===== src/hw/ccr_pkg.sv =====
// constants of the charger configuration register bank
// assumes a 125 MHz mclk and a byte-wide register port
package ccr_pkg;
  localparam logic [7:0]      CCR_OFS_FIRST = 8'h04; // voltage limit register
  localparam logic [7:0]      CCR_OFS_LAST  = 8'h07; // control register four
  // reset values, index 0 is offset 0x04
  localparam logic [3:0][7:0] CCR_RST = {8'h4c, 8'he6, 8'h9f, 8'h58};
  // fields restored on timeout expiry
  localparam logic [3:0][7:0] CCR_WD_MASK = {8'hd4, 8'h00, 8'hff, 8'hff};
  localparam int CCR_I_VLIM = 0;
  localparam int CCR_I_CTL2 = 1;
  localparam int CCR_I_CTL3 = 2;
  localparam int CCR_I_CTL4 = 3;
  // bit positions
  localparam int CCR_B_RECHG  = 0; // recharge_threshold_sel
  localparam int CCR_B_TERM   = 7; // termination enable
  localparam int CCR_B_SHARED = 6; // path_clear_or_term_timer_sel
  localparam int CCR_B_SAFE   = 3; // safety timer enable
  localparam int CCR_B_SLEN   = 2; // safety_timer_length_sel
  localparam int CCR_B_THERM  = 1; // thermal_limit_sel
  localparam int CCR_B_COLD   = 0; // cold_current_scale_sel
  localparam int CCR_B_ILIM   = 7; // input_limit_detect_force
  localparam int CCR_B_HALF   = 6; // half_rate_timer_enable
  localparam int CCR_B_BSDIS  = 5; // battery_switch_disable
  localparam int CCR_B_WARM   = 4; // warm_voltage_sel
  localparam int CCR_B_BSDLY  = 3; // battery_switch_delay_sel
  // voltages in mV, thermal limits in degrees C
  localparam logic [15:0] CCR_CHARGE_VOLTAGE_CODE_BASE = 16'h0f10; // 3856
  localparam logic [15:0] CCR_CHARGE_VOLTAGE_CODE_STEP = 16'h0020; // 32
  localparam logic [4:0]  CCR_CHARGE_VOLTAGE_CODE_MAXC = 5'h18;
  localparam logic [4:0]  CCR_CHARGE_VOLTAGE_CODE_SPEC = 5'h0f;
  localparam logic [15:0] CCR_CHARGE_VOLTAGE_CODE_SPMV = 16'h1100; // 4352
  localparam logic [15:0] CCR_CHARGE_VOLTAGE_CODE_CLMV = 16'h1210; // 4624
  localparam logic [15:0] CCR_WARM_MV   = 16'h1004; // 4100
  localparam logic [15:0] CCR_RECHG_HI  = 16'h00c8; // 200
  localparam logic [15:0] CCR_RECHG_LO  = 16'h0064; // 100
  localparam logic [15:0] CCR_FLOOR_STEP = 16'h0064; // 100 per count
  localparam logic [3:0][15:0] CCR_OVP_MV = {16'h36b0, 16'h2904, 16'h1964, 16'h157c};
  localparam logic [3:0][15:0] CCR_BST_MV = {16'h14b4, 16'h141e, 16'h1388, 16'h12f2};
  localparam logic [3:0][15:0] CCR_FOFS_MV = {16'h2904, 16'h1d4c, 16'h170c, 16'h0f3c};
  localparam logic [3:0][15:0] CCR_TRK_MV = {16'h012c, 16'h00fa, 16'h00c8, 16'h0000};
  localparam logic [7:0] CCR_THERMAL_LIMIT_SEL_LO_C = 8'h50; // 80
  localparam logic [7:0] CCR_THERMAL_LIMIT_SEL_HI_C = 8'h78; // 120
  // times
  localparam int CCR_CLK_PS = 8000;
  localparam int CCR_MS_PS = 1000000000;
  localparam int CCR_MS_CYCLES = CCR_MS_PS / CCR_CLK_PS;
  localparam int CCR_SEC_MS = 1000;
  localparam logic [3:0][7:0] CCR_WD_S = {8'ha0, 8'h50, 8'h28, 8'h00};
  localparam logic [7:0] CCR_TERM_LONG_MS  = 8'he6; // 230
  localparam logic [7:0] CCR_TERM_SHORT_MS = 8'h10; // 16
  localparam int CCR_SHIP_DELAY_MS = 12300;
  localparam int CCR_HOUR_S = 3600;
  localparam int CCR_SAFE_SHORT_H = 7;
  localparam int CCR_SAFE_LONG_H = 16;
endpackage


===== src/hw/ccr_regs.sv =====
// charger configuration registers 0x04..0x07 and their timers
// assumes all status inputs come from logic on mclk
`timescale 1ns/1ps
module ccr_regs #(
  parameter int MS_CYCLES   = ccr_pkg::CCR_MS_CYCLES,
  parameter int SEC_MS      = ccr_pkg::CCR_SEC_MS,
  parameter int SHIP_MS     = ccr_pkg::CCR_SHIP_DELAY_MS,
  parameter int SAFE_SHORT_S = ccr_pkg::CCR_SAFE_SHORT_H * ccr_pkg::CCR_HOUR_S,
  parameter int SAFE_LONG_S  = ccr_pkg::CCR_SAFE_LONG_H * ccr_pkg::CCR_HOUR_S
)(
  input  logic        mclk,
  input  logic        reset_n,
  input  logic        reg_reset,
  input  logic [7:0]  reg_addr,
  input  logic        reg_wr,
  input  logic        reg_rd,
  input  logic [7:0]  reg_wdata,
  output logic [7:0]  reg_rdata,
  input  logic        host_timeout_kick,
  output logic        host_timeout_kick_clear,
  output logic        host_timeout_expired,
  input  logic [15:0] batt_mv,
  input  logic        charge_done,
  output logic        recharge_start,
  input  logic        term_condition,
  output logic        term_detected,
  input  logic        direct_charge_path_enable,
  input  logic        input_bus_overcurrent,
  output logic        path_clear_req,
  input  logic        charging_active,
  input  logic        dynamic_power_limiting,
  input  logic        cool_zone,
  input  logic        thermal_regulating,
  output logic        safety_timer_expired,
  output logic [7:0]  thermal_limit_c,
  input  logic        cold_zone,
  input  logic        cold_current_scale_enable,
  input  logic [11:0] fast_charge_current,
  output logic [11:0] charge_current_limit,
  output logic [15:0] input_overvoltage_mv,
  output logic [15:0] boost_output_mv,
  input  logic        warm_zone,
  output logic [15:0] charge_voltage_mv,
  input  logic [1:0]  input_voltage_floor_offset_sel,
  output logic [15:0] input_voltage_floor_mv,
  input  logic        vbus_present,
  input  logic        input_limit_detect_done,
  output logic        input_limit_detect_run,
  output logic        battery_switch_on
);
  import ccr_pkg::*;

  // refuse counts the counters cannot hold
  if (MS_CYCLES < 2 || MS_CYCLES > 131071 || SEC_MS < 2 || SEC_MS > 1023)
    $error("ccr_regs: tick parameters out of range");
  if (SHIP_MS < 1 || SHIP_MS > 16383 || SAFE_LONG_S > 131071 || SAFE_SHORT_S < 1)
    $error("ccr_regs: delay parameters out of range");

  typedef struct packed {
    logic [3:0][7:0] r;        // the four registers
    logic [7:0]      rdata;    // read data
    logic [16:0]     ms_div;   // cycle divider
    logic [9:0]      sec_div;  // ms divider
    logic [7:0]      wd_cnt;   // host timeout seconds
    logic            wd_exp;   // expiry pulse
    logic            kick_clr; // kick acknowledge
    logic [7:0]      term_cnt; // termination ms
    logic            term_done;
    logic [16:0]     safe_cnt; // safety seconds
    logic            half;     // half rate phase
    logic            safe_exp;
    logic [13:0]     ship_cnt; // ship entry ms
    logic            bsw_on;   // battery switch
  } ccr_state_t;

  ccr_state_t s_reg;
  ccr_state_t s_next;
  logic        ms_tick;    // one cycle per ms
  logic        sec_tick;   // one cycle per second
  logic        in_range;   // address hits the bank
  logic [1:0]  idx;        // register index
  logic [4:0]  vcode;      // clamped voltage code
  logic [15:0] vprog;      // programmed limit
  logic [15:0] floor_base; // register floor
  logic [15:0] floor_trk;  // tracking floor
  logic [7:0]  term_lim;   // termination filter ms
  logic [16:0] safe_lim;   // safety limit seconds
  logic        slow;       // safety timer slowed

  assign ms_tick  = (s_reg.ms_div == 17'(MS_CYCLES - 1));
  assign sec_tick = ms_tick && (s_reg.sec_div == 10'(SEC_MS - 1));
  assign in_range = (reg_addr >= CCR_OFS_FIRST) && (reg_addr <= CCR_OFS_LAST);
  assign idx      = 2'(reg_addr - CCR_OFS_FIRST);

  // voltage code decode with clamp and the special code
  assign vcode = (s_reg.r[CCR_I_VLIM][7:3] > CCR_CHARGE_VOLTAGE_CODE_MAXC) ? CCR_CHARGE_VOLTAGE_CODE_MAXC
                 : s_reg.r[CCR_I_VLIM][7:3];
  assign vprog = (vcode == CCR_CHARGE_VOLTAGE_CODE_SPEC) ? CCR_CHARGE_VOLTAGE_CODE_SPMV
                 : 16'(CCR_CHARGE_VOLTAGE_CODE_BASE + CCR_CHARGE_VOLTAGE_CODE_STEP * 16'(vcode));

  // warm zone picks the lower of the fixed cap and the limit
  assign charge_voltage_mv = (warm_zone && !s_reg.r[CCR_I_CTL4][CCR_B_WARM]
                              && vprog > CCR_WARM_MV) ? CCR_WARM_MV : vprog;

  // recharge when a full battery sags below limit minus delta
  assign recharge_start = charge_done && (batt_mv < 16'(vprog
                          - (s_reg.r[CCR_I_VLIM][CCR_B_RECHG] ? CCR_RECHG_HI
                             : CCR_RECHG_LO)));

  // shared bit: over-current clear gate while the path is on
  assign path_clear_req = direct_charge_path_enable && input_bus_overcurrent
                          && !s_reg.r[CCR_I_CTL2][CCR_B_SHARED];
  // shared bit: filter length while the path is off
  assign term_lim = (!direct_charge_path_enable && s_reg.r[CCR_I_CTL2][CCR_B_SHARED])
                    ? CCR_TERM_SHORT_MS : CCR_TERM_LONG_MS;

  assign thermal_limit_c = s_reg.r[CCR_I_CTL2][CCR_B_THERM] ? CCR_THERMAL_LIMIT_SEL_HI_C
                           : CCR_THERMAL_LIMIT_SEL_LO_C;

  // cold zone scaling; a constant divide keeps it cheap
  always_comb
  begin
    if (cold_zone && cold_current_scale_enable)
      charge_current_limit = s_reg.r[CCR_I_CTL2][CCR_B_COLD]
                             ? 12'(fast_charge_current / 12'h005)
                             : 12'(fast_charge_current >> 1);
    else
      charge_current_limit = fast_charge_current;
  end

  assign input_overvoltage_mv = CCR_OVP_MV[s_reg.r[CCR_I_CTL3][7:6]];
  assign boost_output_mv      = CCR_BST_MV[s_reg.r[CCR_I_CTL3][5:4]];

  // floor: offset plus steps, raised by battery tracking
  assign floor_base = 16'(CCR_FOFS_MV[input_voltage_floor_offset_sel]
                      + CCR_FLOOR_STEP * 16'(s_reg.r[CCR_I_CTL3][3:0]));
  assign floor_trk  = 16'(batt_mv + CCR_TRK_MV[s_reg.r[CCR_I_CTL4][1:0]]);
  assign input_voltage_floor_mv = (s_reg.r[CCR_I_CTL4][1:0] != 2'h0
                                   && floor_trk > floor_base) ? floor_trk
                                  : floor_base;

  // detection runs only with input present
  assign input_limit_detect_run = s_reg.r[CCR_I_CTL4][CCR_B_ILIM] && vbus_present;

  assign safe_lim = s_reg.r[CCR_I_CTL2][CCR_B_SLEN] ? 17'(SAFE_LONG_S)
                    : 17'(SAFE_SHORT_S);
  assign slow = s_reg.r[CCR_I_CTL4][CCR_B_HALF] && (dynamic_power_limiting
                || cool_zone || thermal_regulating);

  assign reg_rdata               = s_reg.rdata;
  assign host_timeout_kick_clear = s_reg.kick_clr;
  assign host_timeout_expired    = s_reg.wd_exp;
  assign term_detected           = s_reg.term_done;
  assign safety_timer_expired    = s_reg.safe_exp;
  assign battery_switch_on       = s_reg.bsw_on;

  // next state of everything
  always_comb
  begin
    s_next = s_reg;
    s_next.wd_exp = 1'b0;
    s_next.kick_clr = 1'b0;
    // dividers
    s_next.ms_div = ms_tick ? 17'h0 : 17'(s_reg.ms_div + 17'h1);
    if (sec_tick)
      s_next.sec_div = 10'h0;
    else if (ms_tick)
      s_next.sec_div = 10'(s_reg.sec_div + 10'h1);
    // host timeout: kick restarts, code 00 holds it
    if (host_timeout_kick)
    begin
      s_next.wd_cnt = 8'h0;
      s_next.kick_clr = 1'b1;
    end
    else if (s_reg.r[CCR_I_CTL2][5:4] == 2'h0)
      s_next.wd_cnt = 8'h0;
    else if (sec_tick)
    begin
      if (8'(s_reg.wd_cnt + 8'h1) >= CCR_WD_S[s_reg.r[CCR_I_CTL2][5:4]])
      begin
        s_next.wd_cnt = 8'h0;
        s_next.wd_exp = 1'b1;
      end
      else
        s_next.wd_cnt = 8'(s_reg.wd_cnt + 8'h1);
    end
    // expiry restores only its own fields
    if (s_reg.wd_exp)
      for (int i = 0; i < 4; i++)
        s_next.r[i] = (s_reg.r[i] & ~CCR_WD_MASK[i])
                      | (CCR_RST[i] & CCR_WD_MASK[i]);
    // detection done clears the force bit; a host write below still wins
    if (input_limit_detect_done)
      s_next.r[CCR_I_CTL4][CCR_B_ILIM] = 1'b0;
    // host write
    if (reg_wr && in_range)
      s_next.r[idx] = reg_wdata;
    // read data, unmapped reads as zero
    if (reg_rd)
      s_next.rdata = in_range ? s_reg.r[idx] : 8'h0;
    // termination filter; held off while disabled
    if (!term_condition || !s_reg.r[CCR_I_CTL2][CCR_B_TERM])
    begin
      s_next.term_cnt = 8'h0;
      s_next.term_done = 1'b0;
    end
    else if (ms_tick && !s_reg.term_done)
    begin
      if (8'(s_reg.term_cnt + 8'h1) >= term_lim)
        s_next.term_done = 1'b1;
      else
        s_next.term_cnt = 8'(s_reg.term_cnt + 8'h1);
    end
    // safety timer over pre and fast charge
    if (!charging_active || !s_reg.r[CCR_I_CTL2][CCR_B_SAFE])
    begin
      s_next.safe_cnt = 17'h0;
      s_next.half = 1'b0;
      s_next.safe_exp = 1'b0;
    end
    else if (sec_tick && !s_reg.safe_exp)
    begin
      s_next.half = slow ? !s_reg.half : 1'b0;
      if (!slow || s_reg.half)
      begin
        s_next.safe_cnt = 17'(s_reg.safe_cnt + 17'h1);
        if (17'(s_reg.safe_cnt + 17'h1) >= safe_lim)
          s_next.safe_exp = 1'b1;
      end
    end
    // battery switch; clearing the disable aborts the delay
    if (!s_reg.r[CCR_I_CTL4][CCR_B_BSDIS])
    begin
      s_next.ship_cnt = 14'h0;
      s_next.bsw_on = 1'b1;
    end
    else if (!s_reg.r[CCR_I_CTL4][CCR_B_BSDLY])
      s_next.bsw_on = 1'b0;
    else if (s_reg.bsw_on && ms_tick)
    begin
      if (14'(s_reg.ship_cnt + 14'h1) >= 14'(SHIP_MS))
        s_next.bsw_on = 1'b0;
      else
        s_next.ship_cnt = 14'(s_reg.ship_cnt + 14'h1);
    end
    // register reset restores every field
    if (reg_reset)
      s_next.r = CCR_RST;
    // synchronous reset
    if (!reset_n)
    begin
      s_next = '0;
      s_next.r = CCR_RST;
      s_next.bsw_on = 1'b1;
    end
  end

  // single state register
  always_ff @(posedge mclk)
  begin
    s_reg <= s_next;
  end
endmodule


===== config.mk =====
export PLATFORM = sky130hd
export DESIGN_NAME = ccr_regs
export DESIGN_NICKNAME = d
export VERILOG_FILES = /design/src/hw/ccr_pkg.sv /design/src/hw/ccr_regs.sv
export SDC_FILE = /design/constraint.sdc
export NUM_CORES = 1
export LEC_CHECK = 0
export ABC_AREA = 0
export BUFFER_PORTS_ARGS = -buffer_cell sky130_fd_sc_hd__buf_2
export CORE_MARGIN = 2
export CORE_UTILIZATION = 58
export DETAILED_ROUTE_END_ITERATION = 6
export PLACE_DENSITY = 0.86
export SETUP_SLACK_MARGIN = 0.4
export SYNTH_ARGS = -nofsm -noshare
export SYNTH_HDL_FRONTEND = slang
export SYNTH_SLANG_ARGS = --single-unit

===== constraint.sdc =====
create_clock -name mclk -period 10.8 [get_ports mclk]
set_clock_uncertainty 0.1 [all_clocks]
set_input_delay 3.24 -clock mclk [delete_from_list [all_inputs] [get_ports mclk]]
set_output_delay 3.24 -clock mclk [all_outputs]
set_load 0.005 [all_outputs]

# After elaboration in Yosys (flattened, before gate mapping)
# Cells that the tools add are included.
# word_totals
register_bits	120
latch_bits	0
ram_bits	0
romBits	0
input_bits	65
out_inout_bits	100
word_cells	141
memories	0
# classes
add_sub_neg	11
n_mul	1
n_div	1
order_cmp	17
eq_ne	5
n_shift	0
n_mux	36
n_bitwise	4
reduce_logical	49
# op_table
operator	count
$bmux W16 S2	4
$mux W16	6
$mux W32	2
$mux W8	7
$add A17 B1 Y17 const B	2
$bmux W8 S2	2
$bwmux W32	1
$mux W13	2
$mux W12	2
$lt A2 B3 Y1 const B	6
$eq A17 B17 Y1 const B	1
$ge A17 B16 Y1	1
$logic_and A1 B1 Y1	17
$add A16 B11 Y16	1
$add A16 B16 Y16	1
$add A8 B1 Y8 const B	2
$demux W8 S2	1
$ge A8 B8 Y1	2
$gt A16 B16 Y1	1
$lt A16 B16 Y1	1
$add A14 B1 Y14 const B	1
$ge A14 B14 Y1 const B	1
$sub A13 B8 Y14	1
$add A12 B10 Y13 const A	1
25 further kinds	58

# Logic depth before layout (Yosys ltp)
# logic_depth
depth_word	7
ltp_mapped	22
mapped_depth_nobuf	21

# Least setup slack after synthesis
# Ideal clock, no wire load.
# synth_timing
kind	input to output
from	input port batt_mv[1]
to	output port input_voltage_floor_mv[10]
arrival_time_ps	6632
required_time_ps	7460
path_slack_ps	828
path_stages	20
path_buffers	1
cell_sequence	ha_1 -> fa_1 -> a21oi_1 -> nor2_1 -> nor2_1 -> o21bai_1 -> a21oi_1 -> o21bai_1 -> a21oi_1 -> nor2_1 -> and3_1 -> xnor2_1 -> inv_1 -> ha_1 -> nand4_1 -> nor4_1 -> nor3_1 -> o2bb2ai_2 -> buf_2 -> mux2i_1
# synth_between
elab_chain_cells	4
# synth_rtl
element	line_no	rtl
from (decl)	ccr_regs.sv:22	input logic [15:0] batt_mv,
$add A16 B16 Y16 *	ccr_regs.sv:137	assign floor_trk = 16'(batt_mv + CCR_TRK_MV[s_reg.r[CCR_I_CTL4][1:0]]);
$gt A16 B16 Y1	ccr_regs.sv:139	&& floor_trk > floor_base) ? floor_trk
$logic_and A1 B1 Y1	ccr_regs.sv:139	
$mux W16 *	ccr_regs.sv:139	
to (decl)	ccr_regs.sv:45	output logic [15:0] input_voltage_floor_mv,
# Mark *: on every way between the ends. The rest lies on a longest branch, timed or not.

# Final worst setup path
# layout_timing
from	input port batt_mv[1]
to	output port input_voltage_floor_mv[13]
# Same word-level chain as after synthesis.

==> summary.md <==
| Metric | Value |
|---|---|
| Post-synth EDFFs | `0` |
| Unrepaired setup endpoints after global routing | `no` |
| Total track usage | `26.0%` |
| Largest net degree at the start of global routing | `24` |
| DP HPWL | `approximately 18,000 um` |
| Cells after Synth | `1,243` |
| H-tree Lvls | `4` |
| Share of cells above drive strength 1 | `16.2%` |
| IO buf count | `between 100 and 150` |
| Worst path cell trace | `buf_2 > ha_1 > fa_2 > a21oi_1 > nor2_1 > nor2_2 > o21bai_1 > a21oi_2 > o21bai_1 > a21oi_2 > nor2_1 > and3_1 > xnor2_2 > inv_1 > ha_1 > nand4_1 > nor4_2 > nor3_2 > o2bb2ai_4 > buf_4 > mux2i_1 > buf_2` |
| Iteration-0 DRC count of the detailed router | `695` |
| Clock slew at reported path FFs | `0.05 ns` |
| # DRC | `0` |
| Metal2 WL | `11,600 um` |
| Minimum clock period | `about 10 ns` |
| Top Ports | `165` |
| Met3 wire len | `1700 um` |
| Pwr dens | `108 nW/um2` |
| Synth cell types | `86` |
| Area leader, netlist | `dfxtp_1` |
| Routed WL | `24,000 um` |
| Highest metal used | `met4` |
| MaxCap Viol Count | `0` |
| CP max-delay cell | `fa_2` |
| Setup CP Type | `in -> out` |
| Synth warn | `0` |
| Max FFs per register | `107` |
| Clock Sinks | `between 100 and 150` |
| GR Overflow Total | `0` |
| Post-route ant nets | `0` |
| Actual slew at the worst max-slew pin | `about 1.2 ns` |
| Crit end category | `primary output` |
| FMAX | `98.0 MHz` |
| Clock Latency Late Sink | `0.41 ns` |
| Tot Pwr | `1.20 mW` |
| Worst EP arrival | `6.86 ns` |
| Post-synth top cells | `nor2_1 (139), dfxtp_1 (120), nand2_1 (104)` |
| Cell row count | `47` |
| Initial Util | `59.4%` |
| Top-count cell post-synth | `nor2_1` |
| Flops & latches, synth | `120` |
| Nets | `1,507` |
| Ys async rst share | `0%` |
| Primary FF master, synth | `dfxtp_1` |
| DR vias | `approximately 9,200` |
| CP bufs+invs | `4` |
| Dpl ws | `0.306 ns` |
| Design area | `11,200 um2` |
| Worst endpoint required time | `7.46 ns` |
| First-pass GRT wire length | `around 39,000 um` |
| Layout area overhead | `12.9%` |
| Count of final setup violators | `0` |
| Max-slew headroom | `21.0%` |
| Die Y | `approximately 130 um` |
| Top cells by area, synth | `dfxtp_1 (24%), ha_1 (12%), xor2_1 (6.3%)` |
| Num CTS Buffers | `17` |
| Worst Hold Class | `reg -> reg` |
| DP Area | `10,400 um2` |
| Via density | `5.81` |
| Share of the clock period used by the worst path | `between 90 and 100%` |
| DRT met1 WL | `approximately 10000 um` |
| Hold Fails Final Rpt | `0` |
| Avg Inst Size Synth | `a little under 8 um2` |
| Status | `complete, no violations` |
| Setup TNS | `0 ns` |
| CTS root buf | `clkbuf_16` |
| Core area | `16,600 um2` |
| Gpl congestion | `0.938` |
| Leak | `4.95 nW` |
| Antenna violations before repair | `1` |
| Horiz. Die Dim | `between 100 and 150 um` |
| Clock buffer depth | `2` |
| Top Family by Delay on Critical Path | `simple AND/OR/NAND/NOR gates` |
| Yosys top cell area share | `24.3%` |
| Vias in the first global route | `between 8,000 and 9,000` |
| CP peak stage delay | `0.38 ns` |
| Worst setup SP type | `primary input` |
| Sequential area share after synthesis | `24.3%` |
| Slew Viols, Final | `0` |
| Cell Area, Synth | `9880 um2` |
| Pre-antenna DRT Iters | `5` |
| DIE AREA | `18,100 um2` |
| Wire length per cell | `about 15 um` |
| Hold WS | `0.349 ns` |
| CTS tree | `yes` |
| VDD IR max | `0.000126 V` |
| Setup slack after layout | `0.597 ns` |
| Crit-path max FO | `5` |
cell families after synthesis:
kind of cell	synth area share [%]
adder cells (fa/ha/maj)	12.6
AO/OA/AOI/OAI	15.4
XOR/XNOR	10.6
buffers and inverters	7.98
multiplexers	4.79
other	0.0760
AND/OR/NAND/NOR	24.3
flip-flops	24.3
layout by cell type (no fill, tap or decap), types with 17 or more instances in the layout:
master / count
a21oi_1: 68
and3_1: 25
buf_2: 142
clkbuf_16: 17
conb_1: 25
dfxtp_1: 120
ha_1: 93
inv_1: 65
mux2i_1: 27
nand2_1: 104
nand3_1: 45
nor2_1: 138
nor2b_1: 29
nor3_1: 31
o21ai_0: 61
xnor2_1: 47
xor2_1: 70
layout make-up:
cell class	count	area, um2
antenna	2	5.00
clock buffer	20	467
timing repair buffer	150	778
fill	1297	5490
sequential	120	2400
tap	220	275
inverter	67	251
multi-input combinational	989	6830
clock inverter	9	149
per-layer routing:
metal	global-route usage [%]	vias up
met5	0	-
li1	-	4459
met2	44.3	369
met4	10.7	0
met3	5.37	67
met1	32.1	4274
timing repair:
item                       4_1_cts  5_1_grt
buffers inserted                 3        1
setup endpoints to repair        6       15
hold buffers                     0        0
gates resized for setup          1       10
pin swaps                        2        3
where the power goes:
part           leakage (nW)  internal, mW  switching (mW)  total (mW)
clock                 0.307         0.399           0.194       0.592
combinational          3.67        0.0662          0.0955       0.162
sequential            0.968         0.444         0.00101       0.445
total                  4.95         0.909           0.290        1.20
worst register-to-register path, stage by stage (launching register included):
cell     delay (ns)
dfxtp_1        0.42
and3_1         0.21
nand3_1        0.16
nor2_1         0.37
and3_1         0.28
nand3_1        0.13
xnor2_1        0.15
ha_1           0.30
and4_1         0.17
nand3_1        0.08
o41a_1         0.36
o31a_1         0.23
o21ai_0        0.17
a21oi_1        0.09
nor2_1         0.08
stage by stage:
| stage | std cells | utilization (%) |
|---|---|---|
| 3_3_place_gp | 1542 | 62.8 |
| 6_report | 1577 | 67.0 |
| 5_1_grt | 1576 | 67.0 |
| 3_5_place_dp | 1542 | 62.8 |
| 2_1_floorplan | 1266 | - |
| 4_1_cts | 1574 | 66.7 |
final timing paths:
kind,start,endpoint,slack [ns],cells past startpoint
max,batt_mv[1],input_voltage_floor_mv[13],0.60,22
min,s_reg[63],s_reg[63],0.35,1
max reg2reg,s_reg[17],safety_timer_expired,7.42,14
min reg2reg,s_reg[63],s_reg[63],0.35,1
Note: power is estimated with default switching activity, not from simulation.
